<file path="src/verilog/bcp_pkg.sv">
// Constants and helpers shared by the burst channel peripheral controller
package bcp_pkg;
    // ****************************************************************
    // APB register map of the controller
    // ****************************************************************
    localparam logic [7:0] OFS_CTRL = 8'h00;
    localparam logic [7:0] OFS_ADDR = 8'h04;
    localparam logic [7:0] OFS_COUNT = 8'h08;
    localparam logic [7:0] OFS_STATUS = 8'h0C;
    localparam logic [7:0] OFS_BUF = 8'h40;
    localparam logic [7:0] OFS_BUF_END = 8'h7C;
    localparam logic [7:0] OFS_MAP_SLOT_HIGH_WORD = 8'h00;

    // CTRL fields
    localparam int CTRL_START = 0;
    localparam int CTRL_INBOUND = 1;
    localparam int CTRL_PAR_EN = 2;
    localparam int CTRL_MAP_EN = 3;
    localparam int CTRL_MAP_LOAD = 4;
    localparam int CTRL_CLEAR = 5;
    // STATUS fields
    localparam int STAT_BUSY = 0;
    localparam int STAT_PAR_ERR = 1;
    localparam int STAT_PROT_ERR = 2;
    localparam int STAT_OUT_PAR_ERR = 3;
    localparam int STAT_REFUSED = 4;
    localparam int STAT_IDX_LO = 8;
    // ADDR fields
    localparam int ADDR_W = 21;
    localparam int ADDR_FIRST_REG_SEL = 20;
    localparam int SLOT_W = 10;
    localparam int PAGE_DENY_BIT = 0;

    // ****************************************************************
    // Sizes and reset values
    // ****************************************************************
    localparam int WORD_W = 16;
    localparam int BUF_DEPTH = 16;
    localparam int CNT_W = 5;
    localparam int SYNC_W = 22;
    localparam int BREAK_PULSES_DEF = 4;
    localparam logic [20:0] ADDR_RST = 21'h000000;
    localparam logic [4:0] COUNT_RST = 5'h00;

    typedef enum logic [2:0] {
        ST_IDLE = 3'h0,
        ST_ADDR = 3'h1,
        ST_XFER = 3'h3,
        ST_TAIL = 3'h2,
        ST_BREAK = 3'h6
    } bcp_state_t;

    // Parity bit that makes data plus parity hold an odd count of ones
    function automatic logic oddPar(input logic [15:0] w);
        oddPar = ~(^w);
    endfunction
endpackage

</file>
<file path="src/verilog/bcp_sync.sv">
// Two-flop synchroniser for the channel pins
`timescale 1ns/100ps
module bcp_sync #(
    parameter int WIDTH = 1
) (
    input wire logic clk,
    input wire logic sys_rst,
    input wire logic [WIDTH-1:0] asyncIn,
    output logic [WIDTH-1:0] syncOut
);
    typedef struct packed {
        logic [WIDTH-1:0] meta;
        logic [WIDTH-1:0] stable;
    } bcp_sync_t;

    bcp_sync_t regs_q;
    bcp_sync_t regs_d;

    always_comb begin
        regs_d.meta = asyncIn;
        regs_d.stable = regs_q.meta;
    end

    always_ff @(posedge clk) begin
        if (sys_rst) begin
            regs_q <= '0;
        end else begin
            regs_q <= regs_d;
        end
    end

    assign syncOut = regs_q.stable;
endmodule // bcp_sync

</file>
<file path="src/verilog/bcp_ctrl.sv">
// Peripheral controller that drives a burst channel and reports to software over APB
// How it works
// - Finish whole burst on parity fault, act on it afterwards.
// - Stay selected one cycle after last inbound.
// - Ignore fault lines during address cycle.
// - Outbound parity error recorded, burst completes.
// - After protection fault, stop sending/expecting words.
// - Inbound: watch protection fault one extra cycle.
// - Outbound: no monitoring after burst ends.
// - Wait counted sync pulses between requests.
// - Map load sets special and inbound flags.
// - Map load address: slot number, bit 20.
// - Map load word count and start even.
// - Odd parity over sixteen bits plus parity.
// - One word per sync clock falling edge.
//
// Local design decision: the APB slave port.
`timescale 1ns/100ps
module bcp_ctrl #(
    parameter int BREAK_PULSES = bcp_pkg::BREAK_PULSES_DEF
) (
    input wire logic clk,
    input wire logic sys_rst,
    input wire logic psel,
    input wire logic penable,
    input wire logic pwrite,
    input wire logic [7:0] paddr,
    input wire logic [31:0] pwdata,
    output logic [31:0] prdata,
    output logic pready,
    output logic pslverr,
    input wire logic syncClk,
    input wire logic busReady,
    input wire logic wordStrobe,
    input wire logic parityFault,
    input wire logic protFault,
    input wire logic [15:0] channelDataLinesIn,
    output logic [15:0] channelDataLinesOut,
    output logic channelDataLinesOe,
    input wire logic dataParityLineIn,
    output logic dataParityLineOut,
    output logic dataParityLineOe,
    output logic requestOut,
    output logic selectOut,
    output logic ctlWordValid,
    output logic [20:0] addrWord,
    output logic parityEnableFlag,
    output logic mapEnableFlag,
    output logic specialFunctionFlag,
    output logic inboundDirectionFlag
);
    // ****************************************************************
    // State
    // ****************************************************************
    typedef struct packed {
        bcp_pkg::bcp_state_t st;
        logic busy;
        logic req;
        logic sel;
        logic ctlV;
        logic drv;
        logic inb;
        logic parEn;
        logic mapEn;
        logic mapLd;
        logic [20:0] addr;
        logic [4:0] cnt;
        logic [4:0] idx;
        logic [7:0] brk;
        logic parErr;
        logic protErr;
        logic outParErr;
        logic refused;
        logic clkPrev;
        logic [15:0] dOut;
        logic pOut;
        logic [15:0][15:0] wordBuf;
        logic [31:0] rdata;
        logic slverr;
    } bcp_regs_t;

    bcp_regs_t regs_q;
    bcp_regs_t regs_d;

    logic [21:0] pinsSync;
    logic sClk;
    logic sReady;
    logic sStrobe;
    logic sParFault;
    logic sProtFault;
    logic [15:0] sData;
    logic sPar;
    logic fallEdge;
    logic apbSetup;
    logic apbWr;
    logic addrHit;
    logic lastWord;
    logic [3:0] bufIdx;

    // ****************************************************************
    // Pin synchronisers
    // ****************************************************************
    bcp_sync #(
        .WIDTH(bcp_pkg::SYNC_W)
    ) u_sync (
        .clk(clk),
        .sys_rst(sys_rst),
        .asyncIn({syncClk, busReady, wordStrobe, parityFault, protFault,
            channelDataLinesIn, dataParityLineIn}),
        .syncOut(pinsSync)
    );

    assign {sClk, sReady, sStrobe, sParFault, sProtFault, sData, sPar} = pinsSync;
    // Bus words are sampled on the falling sync edge; all pins share one latency
    assign fallEdge = regs_q.clkPrev & ~sClk;
    assign apbSetup = psel & ~penable;
    assign apbWr = psel & penable & pwrite;
    assign addrHit = (paddr == bcp_pkg::OFS_CTRL) || (paddr == bcp_pkg::OFS_ADDR)
        || (paddr == bcp_pkg::OFS_COUNT) || (paddr == bcp_pkg::OFS_STATUS)
        || ((paddr >= bcp_pkg::OFS_BUF) && (paddr <= bcp_pkg::OFS_BUF_END)
        && (paddr[1:0] == 2'h0));
    assign lastWord = ((regs_q.idx + 5'h01) == regs_q.cnt);
    assign bufIdx = paddr[5:2];

    // ****************************************************************
    // Next state
    // ****************************************************************
    always_comb begin
        regs_d = regs_q;
        regs_d.clkPrev = sClk;

        // Register access: read data is registered in the setup cycle
        if (apbSetup) begin
            regs_d.slverr = ~addrHit;
            regs_d.rdata = 32'h00000000;
            case (paddr)
                bcp_pkg::OFS_CTRL: begin
                    regs_d.rdata[bcp_pkg::CTRL_INBOUND] = regs_q.inb;
                    regs_d.rdata[bcp_pkg::CTRL_PAR_EN] = regs_q.parEn;
                    regs_d.rdata[bcp_pkg::CTRL_MAP_EN] = regs_q.mapEn;
                    regs_d.rdata[bcp_pkg::CTRL_MAP_LOAD] = regs_q.mapLd;
                end
                bcp_pkg::OFS_ADDR: regs_d.rdata[20:0] = regs_q.addr;
                bcp_pkg::OFS_COUNT: regs_d.rdata[4:0] = regs_q.cnt;
                bcp_pkg::OFS_STATUS: begin
                    regs_d.rdata[bcp_pkg::STAT_BUSY] = regs_q.busy;
                    regs_d.rdata[bcp_pkg::STAT_PAR_ERR] = regs_q.parErr;
                    regs_d.rdata[bcp_pkg::STAT_PROT_ERR] = regs_q.protErr;
                    regs_d.rdata[bcp_pkg::STAT_OUT_PAR_ERR] = regs_q.outParErr;
                    regs_d.rdata[bcp_pkg::STAT_REFUSED] = regs_q.refused;
                    regs_d.rdata[12:8] = regs_q.idx;
                end
                default: begin
                    if (addrHit) begin
                        regs_d.rdata[15:0] = regs_q.wordBuf[bufIdx];
                    end
                end
            endcase
        end

        // Setup is frozen while a burst runs; only clear and the buffer stay open
        if (apbWr) begin
            case (paddr)
                bcp_pkg::OFS_CTRL: begin
                    if (pwdata[bcp_pkg::CTRL_CLEAR]) begin
                        regs_d.parErr = 1'b0;
                        regs_d.protErr = 1'b0;
                        regs_d.outParErr = 1'b0;
                        regs_d.refused = 1'b0;
                    end
                    if (!regs_q.busy) begin
                        regs_d.parEn = pwdata[bcp_pkg::CTRL_PAR_EN];
                        regs_d.mapEn = pwdata[bcp_pkg::CTRL_MAP_EN];
                        regs_d.mapLd = pwdata[bcp_pkg::CTRL_MAP_LOAD];
                        // A map load is always an inbound transfer
                        regs_d.inb = pwdata[bcp_pkg::CTRL_INBOUND]
                            | pwdata[bcp_pkg::CTRL_MAP_LOAD];
                        if (pwdata[bcp_pkg::CTRL_START]) begin
                            if ((regs_q.cnt == 5'h00) || (regs_q.cnt > 5'h10)
                                || (pwdata[bcp_pkg::CTRL_MAP_LOAD]
                                && (regs_q.cnt[0]
                                || regs_q.addr[bcp_pkg::ADDR_FIRST_REG_SEL]))) begin
                                regs_d.refused = 1'b1;
                            end else begin
                                regs_d.busy = 1'b1;
                                regs_d.req = 1'b1;
                            end
                        end
                    end
                end
                bcp_pkg::OFS_ADDR: begin
                    if (!regs_q.busy) begin
                        regs_d.addr = pwdata[20:0];
                    end
                end
                bcp_pkg::OFS_COUNT: begin
                    if (!regs_q.busy) begin
                        regs_d.cnt = pwdata[4:0];
                    end
                end
                default: begin
                    if (addrHit && (paddr != bcp_pkg::OFS_STATUS)) begin
                        regs_d.wordBuf[bufIdx] = pwdata[15:0];
                    end
                end
            endcase
        end

        // Link sequencing, one step per falling sync edge; flag sets win over clear
        if (fallEdge) begin
            case (regs_q.st)
                bcp_pkg::ST_IDLE: begin
                    if (regs_q.req && sReady) begin
                        regs_d.st = bcp_pkg::ST_ADDR;
                        regs_d.req = 1'b0;
                        regs_d.sel = 1'b1;
                        regs_d.ctlV = 1'b1;
                        regs_d.idx = 5'h00;
                    end
                end
                bcp_pkg::ST_ADDR: begin
                    // Fault lines may still carry the previous burst here
                    regs_d.st = bcp_pkg::ST_XFER;
                    regs_d.ctlV = 1'b0;
                    if (regs_q.inb) begin
                        regs_d.drv = 1'b1;
                        regs_d.dOut = regs_q.wordBuf[0];
                        regs_d.pOut = bcp_pkg::oddPar(regs_q.wordBuf[0]);
                    end
                end
                bcp_pkg::ST_XFER: begin
                    if (sProtFault) begin
                        regs_d.protErr = 1'b1;
                        regs_d.drv = 1'b0;
                        regs_d.sel = 1'b0;
                        regs_d.brk = 8'h00;
                        regs_d.st = bcp_pkg::ST_BREAK;
                    end else begin
                        if (regs_q.inb && sParFault) begin
                            regs_d.parErr = 1'b1;
                        end
                        if (sStrobe && regs_q.inb) begin
                            if (lastWord) begin
                                regs_d.drv = 1'b0;
                                regs_d.st = bcp_pkg::ST_TAIL;
                            end else begin
                                regs_d.idx = regs_q.idx + 5'h01;
                                regs_d.dOut = regs_q.wordBuf[regs_q.idx[3:0] + 4'h1];
                                regs_d.pOut = bcp_pkg::oddPar(
                                    regs_q.wordBuf[regs_q.idx[3:0] + 4'h1]);
                            end
                        end else if (sStrobe) begin
                            regs_d.wordBuf[regs_q.idx[3:0]] = sData;
                            if (regs_q.parEn && !(^{sData, sPar})) begin
                                regs_d.outParErr = 1'b1;
                            end
                            if (lastWord) begin
                                regs_d.sel = 1'b0;
                                regs_d.brk = 8'h00;
                                regs_d.st = bcp_pkg::ST_BREAK;
                            end else begin
                                regs_d.idx = regs_q.idx + 5'h01;
                            end
                        end
                    end
                end
                bcp_pkg::ST_TAIL: begin
                    if (sParFault) begin
                        regs_d.parErr = 1'b1;
                    end
                    if (sProtFault) begin
                        regs_d.protErr = 1'b1;
                    end
                    regs_d.sel = 1'b0;
                    regs_d.brk = 8'h00;
                    regs_d.st = bcp_pkg::ST_BREAK;
                end
                bcp_pkg::ST_BREAK: begin
                    // Gives lower-priority controllers a turn at the channel
                    if (regs_q.brk == 8'(BREAK_PULSES - 1)) begin
                        regs_d.st = bcp_pkg::ST_IDLE;
                        regs_d.busy = 1'b0;
                    end else begin
                        regs_d.brk = regs_q.brk + 8'h01;
                    end
                end
                default: begin
                    regs_d.st = bcp_pkg::ST_IDLE;
                end
            endcase
        end
    end

    always_ff @(posedge clk) begin
        if (sys_rst) begin
            regs_q <= '0;
            regs_q.st <= bcp_pkg::ST_IDLE;
            regs_q.addr <= bcp_pkg::ADDR_RST;
            regs_q.cnt <= bcp_pkg::COUNT_RST;
        end else begin
            regs_q <= regs_d;
        end
    end

    // ****************************************************************
    // Outputs
    // ****************************************************************
    assign pready = psel & penable;
    assign prdata = regs_q.rdata;
    assign pslverr = psel & penable & regs_q.slverr;
    assign channelDataLinesOut = regs_q.dOut;
    assign channelDataLinesOe = regs_q.drv;
    assign dataParityLineOut = regs_q.pOut;
    assign dataParityLineOe = regs_q.drv;
    assign requestOut = regs_q.req;
    assign selectOut = regs_q.sel;
    assign ctlWordValid = regs_q.ctlV;
    assign addrWord = regs_q.addr;
    assign parityEnableFlag = regs_q.parEn;
    assign mapEnableFlag = regs_q.mapEn;
    assign specialFunctionFlag = regs_q.mapLd;
    assign inboundDirectionFlag = regs_q.inb;

    // ****************************************************************
    // Checks
    // ****************************************************************
    a_odd_parity_out: assert property (@(posedge clk) disable iff (sys_rst)
        channelDataLinesOe |-> (^{channelDataLinesOut, dataParityLineOut}))
        else $error("driven word lacks odd parity");
    a_tail_select: assert property (@(posedge clk) disable iff (sys_rst)
        (regs_q.st == bcp_pkg::ST_XFER && fallEdge && regs_q.inb && sStrobe
        && lastWord && !sProtFault) |=> (selectOut && !channelDataLinesOe))
        else $error("select dropped before tail cycle");
    a_tail_once: assert property (@(posedge clk) disable iff (sys_rst)
        (regs_q.st == bcp_pkg::ST_TAIL && fallEdge)
        |=> (regs_q.st == bcp_pkg::ST_BREAK && !selectOut))
        else $error("tail cycle not followed by break");
    a_prot_abort: assert property (@(posedge clk) disable iff (sys_rst)
        (regs_q.st == bcp_pkg::ST_XFER && fallEdge && sProtFault)
        |=> (!channelDataLinesOe && regs_q.protErr && !selectOut))
        else $error("protection fault did not abort");
    a_par_sticky: assert property (@(posedge clk) disable iff (sys_rst)
        (regs_q.st == bcp_pkg::ST_XFER && fallEdge && regs_q.inb && sParFault
        && !sProtFault) |=> regs_q.parErr [*2])
        else $error("parity fault not held");
    a_addr_ignore: assert property (@(posedge clk) disable iff (sys_rst)
        (regs_q.st == bcp_pkg::ST_ADDR && fallEdge && !apbWr)
        |=> ($stable(regs_q.parErr) && $stable(regs_q.protErr)))
        else $error("fault taken during address cycle");
    a_break_quiet: assert property (@(posedge clk) disable iff (sys_rst)
        (regs_q.st == bcp_pkg::ST_BREAK) |-> (!requestOut && !selectOut))
        else $error("request during break");
    a_map_flags: assert property (@(posedge clk) disable iff (sys_rst)
        (ctlWordValid && specialFunctionFlag) |-> (inboundDirectionFlag && !regs_q.cnt[0]))
        else $error("map load with bad flags or count");
    a_out_nodrive: assert property (@(posedge clk) disable iff (sys_rst)
        (selectOut && !inboundDirectionFlag) |-> !channelDataLinesOe)
        else $error("driving lines on outbound transfer");
endmodule // bcp_ctrl

</file>
<file path="config.mk">
export PLATFORM = sky130hd
export DESIGN_NAME = bcp_ctrl
export DESIGN_NICKNAME = d
export VERILOG_FILES = /design/src/verilog/bcp_pkg.sv /design/src/verilog/bcp_sync.sv /design/src/verilog/bcp_ctrl.sv
export SDC_FILE = /design/constraint.sdc
export NUM_CORES = 1
export LEC_CHECK = 0
export BUFFER_PORTS_ARGS = -buffer_cell sky130_fd_sc_hd__clkbuf_2
export CORE_MARGIN = 2
export CORE_UTILIZATION = 30
export CTS_CLUSTER_SIZE = 20
export DETAILED_ROUTE_END_ITERATION = 8
export GPL_ROUTABILITY_DRIVEN = 0
export PLACE_DENSITY = 0.52
export SYNTH_ARGS = -nofsm -noshare
export SYNTH_HDL_FRONTEND = slang
export SYNTH_SLANG_ARGS = --single-unit
</file>
<file path="constraint.sdc">
create_clock -name clk -period 3.44 [get_ports clk]
set_input_delay 0.344 -clock clk [delete_from_list [all_inputs] [get_ports clk]]
set_output_delay 0.344 -clock clk [all_outputs]
set_load 0.01 [all_outputs]
</file>
==> run_results.csv <==
group,metric,value,unit
outcome,status,"complete, no violations",
logic_synthesis,synth_top_cells_by_count,"dfxtp_1 (395), nor2_1 (385), mux2i_1 (286), a211oi_1 (233), clkbuf_1 (176)",
logic_synthesis,synthCells,2230,
worst_setup_path,critical_path_buf_inv_count,2,
power,peakVddDrop,0.000371,V
drt,drc,0,
logic_synthesis,synthFlopType,"dfxtp_1",
worst_setup_path,crit_family,"simple AND/OR/NAND/NOR gates",
final_layout,final_layout_size_suffix_gt1_share,20.3,%
floorplanning,num_rows,99,
drt,antenna_left,0,
drt,drtIter0Drc,1652,
sta,grt_setup_unrepaired,"no",
clock_network,path_clk_slew,70,ps
clock_network,cts_tree,"built",
drt,wirelength,78.1,mm
logic_synthesis,synth.area.top_cells,"dfxtp_1 (36%), mux4_2 (15%), mux2i_1 (13%)",
worst_setup_path,crit_arrival,3630,ps
worst_setup_path,critPathKind,"flip-flop to flip-flop",
final_layout,fin_area,0.0250,mm²
worst_setup_path,slowest_delay,510,ps
grt,grt_pass1_vias,17100,
floorplanning,start_util,30.2,%
worst_setup_path,cp.required,3890,ps
logic_synthesis,synth_edf_count,0,
power,p_per_area,400,mW/mm²
drt,drt_pass1_iterations,5,
logic_synthesis,ys_ff_latch,395,
placement,place.detailed.hpwl,50.2,mm
floorplanning,ios,148,
floorplanning,die_area,0.0755,mm²
sta,clock_skew,16.2,ps
drt,dr_total_vias,17700,
sta,max_slew.worst_pin.slew,916,ps
clock_network,cts.path.max_buffers,3,
worst_setup_path,start_kind,"flip-flop",
clock_network,cts_buffers,45,
placement,dpl-instance-area,0.0233,mm²
floorplanning,core_region_area,0.0728,mm²
logic_synthesis,yosys.area.top_type,"dfxtp_1",
worst_setup_path,slowest_stage,"nor4b_2",
clock_network,htreeDepth,2,
clock_network,cts.sinks,395,
final_layout,area_delta_synth_final,13.6,%
sta,tns,0,ps
grt,grt-ovfl-total,0,
sta,slew_violations,0,
sta,fin_crit_sh,92.4,%
drt,viasPerCell,5.52,
sta,max_freq,315,MHz
power,p_total,9.99,mW
grt,track_usage,20.3,%
logic_synthesis,yosys.cell_count.top_type,"dfxtp_1",
sta,layout_min_cycle_time,3180,ps
worst_setup_path,cp-end-kind,"flip-flop",
grt,grt_max_degree,142,
logic_synthesis,ys_async_sr_fraction,0,%
sta,slew_headroom,38.9,%
sta,hold_slack,41.9,ps
flow_run,maxCapViolations,0,
logic_synthesis,synthDistinctLibCells,59,
logic_synthesis,yosysTopAreaCellShare,35.9,%
clock_network,clockRootBuffer,"clkbuf_16",
logic_synthesis,ys_seq_area_share,35.9,%
floorplanning,die_h,275,µm
drt,wl_per_cell,24.4,µm
worst_setup_path,worst-path-max-fanout,26,
logic_synthesis,syn_area,0.0220,mm²
power,power_leakage,9.57,nW
worst_setup_path,critPathMostFrequentCell,"nand2b_1",
logic_synthesis,synth_warnings,0,
worst_hold_path,min_path_type,"primary input to flip-flop",
worst_setup_path,crit_chain,"buf_12, ha_1, buf_4, nand3_1, xnor2_1, nor4b_2, o21a_1, o2111a_1, nand2b_1, nand2b_1, nor2_1",
floorplanning,dieWidth,275,µm
sta,hold_viol,0,
logic_synthesis,avgSynthCellArea,9.87,µm²
final_layout,fin_nets,2288,
clock_network,worstSkewPairLatency,590,ps
sta,finalSetupViolCount,0,
grt,grt_pass1_wl,115,mm
placement,port_buffers,125,
grt,antenna_found_initial,5,
[power by group]
group | switching [mW] | internal (mW)
registers | 0.0371 | 4.61
logic | 0.355 | 0.179
clock network | 2.01 | 2.80
total | 2.40 | 7.59
[placed cells by master, fill, tap and decap left out, drive strengths merged, types with 58 or more instances in the layout]
cell / Yosys / layout
nor2: 391 / 391
a211oi: 233 / 233
buf: 139 / 96
mux2i: 286 / 286
mux4: 160 / 160
nor2b: 58 / 58
clkbuf: 177 / 190
a21oi: 91 / 91
nand2: 82 / 82
dfxtp: 395 / 395
[metrics by stage]
stage	utilization (%)	setup slack (ps)	instances
4_1_cts	34.3	272	3204
2_1_floorplan	-	12.7	2240
3_3_place_gp	32.0	298	3101
3_5_place_dp	32.0	303	3101
6_report	34.3	261	3205
5_1_grt	34.3	15.1	3204
[final timing paths]
kind / start / end / slack, ps / cells after the start
setup / recovery: regs_q[319]$_SDFFE_PP0P_ / regs_q[316]$_SDFFE_PP0P_ / 260 / 11
hold / removal: sys_rst / regs_q[319]$_SDFFE_PP0P_ / 40 / 2
setup reg to reg: regs_q[319]$_SDFFE_PP0P_ / regs_q[316]$_SDFFE_PP0P_ / 260 / 11
hold reg to reg: u_sync.regs_d[14]$_SDFF_PP0_ / u_sync.syncOut[14]$_SDFF_PP0_ / 430 / 1
[logic make-up (layout without fill, tap and decap cells)]
| group | count (synthesis) | in the layout | synth area share (%) |
|---|---|---|---|
| xor gates and xnor gates | 63 | 63 | 2.61 |
| buffers and inverters | 329 | 334 | 7.55 |
| other | 1 | 12 | 0.0170 |
| and+or+nand+nor | 612 | 612 | 12.1 |
| DFF | 395 | 395 | 35.9 |
| adders and majority gates | 5 | 5 | 0.284 |
| muxes | 447 | 447 | 29.7 |
| AOI/OAI and AO/OA | 378 | 378 | 11.8 |
[layout make-up]
class	instances	area, µm²
antenna	1	2.50
clock buffer	68	1370
clock inverter	8	77.6
fill	7336	47800
inverter	13	48.8
multi-input combinational	1516	12500
sequential	395	7910
tap	959	1200
timing repair buffer	245	1860
[state kept, by name (all words and copies together) (netlist names), 16 cells and up]
register,count
addrWord,21
prdata,21
u_sync.regs_d,22
channelDataLinesOut,16
u_sync.syncOut,22
regs_q,284
[layer usage]
layer	vias to the layer above	GRT usage, %	part of all wire (%)
li1	7973	-	-
met2	760	34.3	48
met3	149	3.76	7.4
met5	-	0	0.036
met1	8819	26.2	42
met4	6	6.71	3.0
[worst register-to-register path: stages (launching register included)]
cell and delay (ps):
dfxtp_4 380, buf_12 240, ha_1 310, buf_4 190, nand3_1 130, xnor2_1 180
nor4b_2 510, o21a_1 210, o2111a_1 420, nand2b_1 120, nand2b_1 260, nor2_1 90
[what timing repair did]
| action | 4_1_cts | 5_1_grt |
|---|---|---|
| resized for setup | 0 | 0 |
| hold endpoints to repair | 27 | 0 |
| hold buffers | 27 | 0 |
| setup buffers | 0 | 0 |
Power figures use the tool's default switching activity.
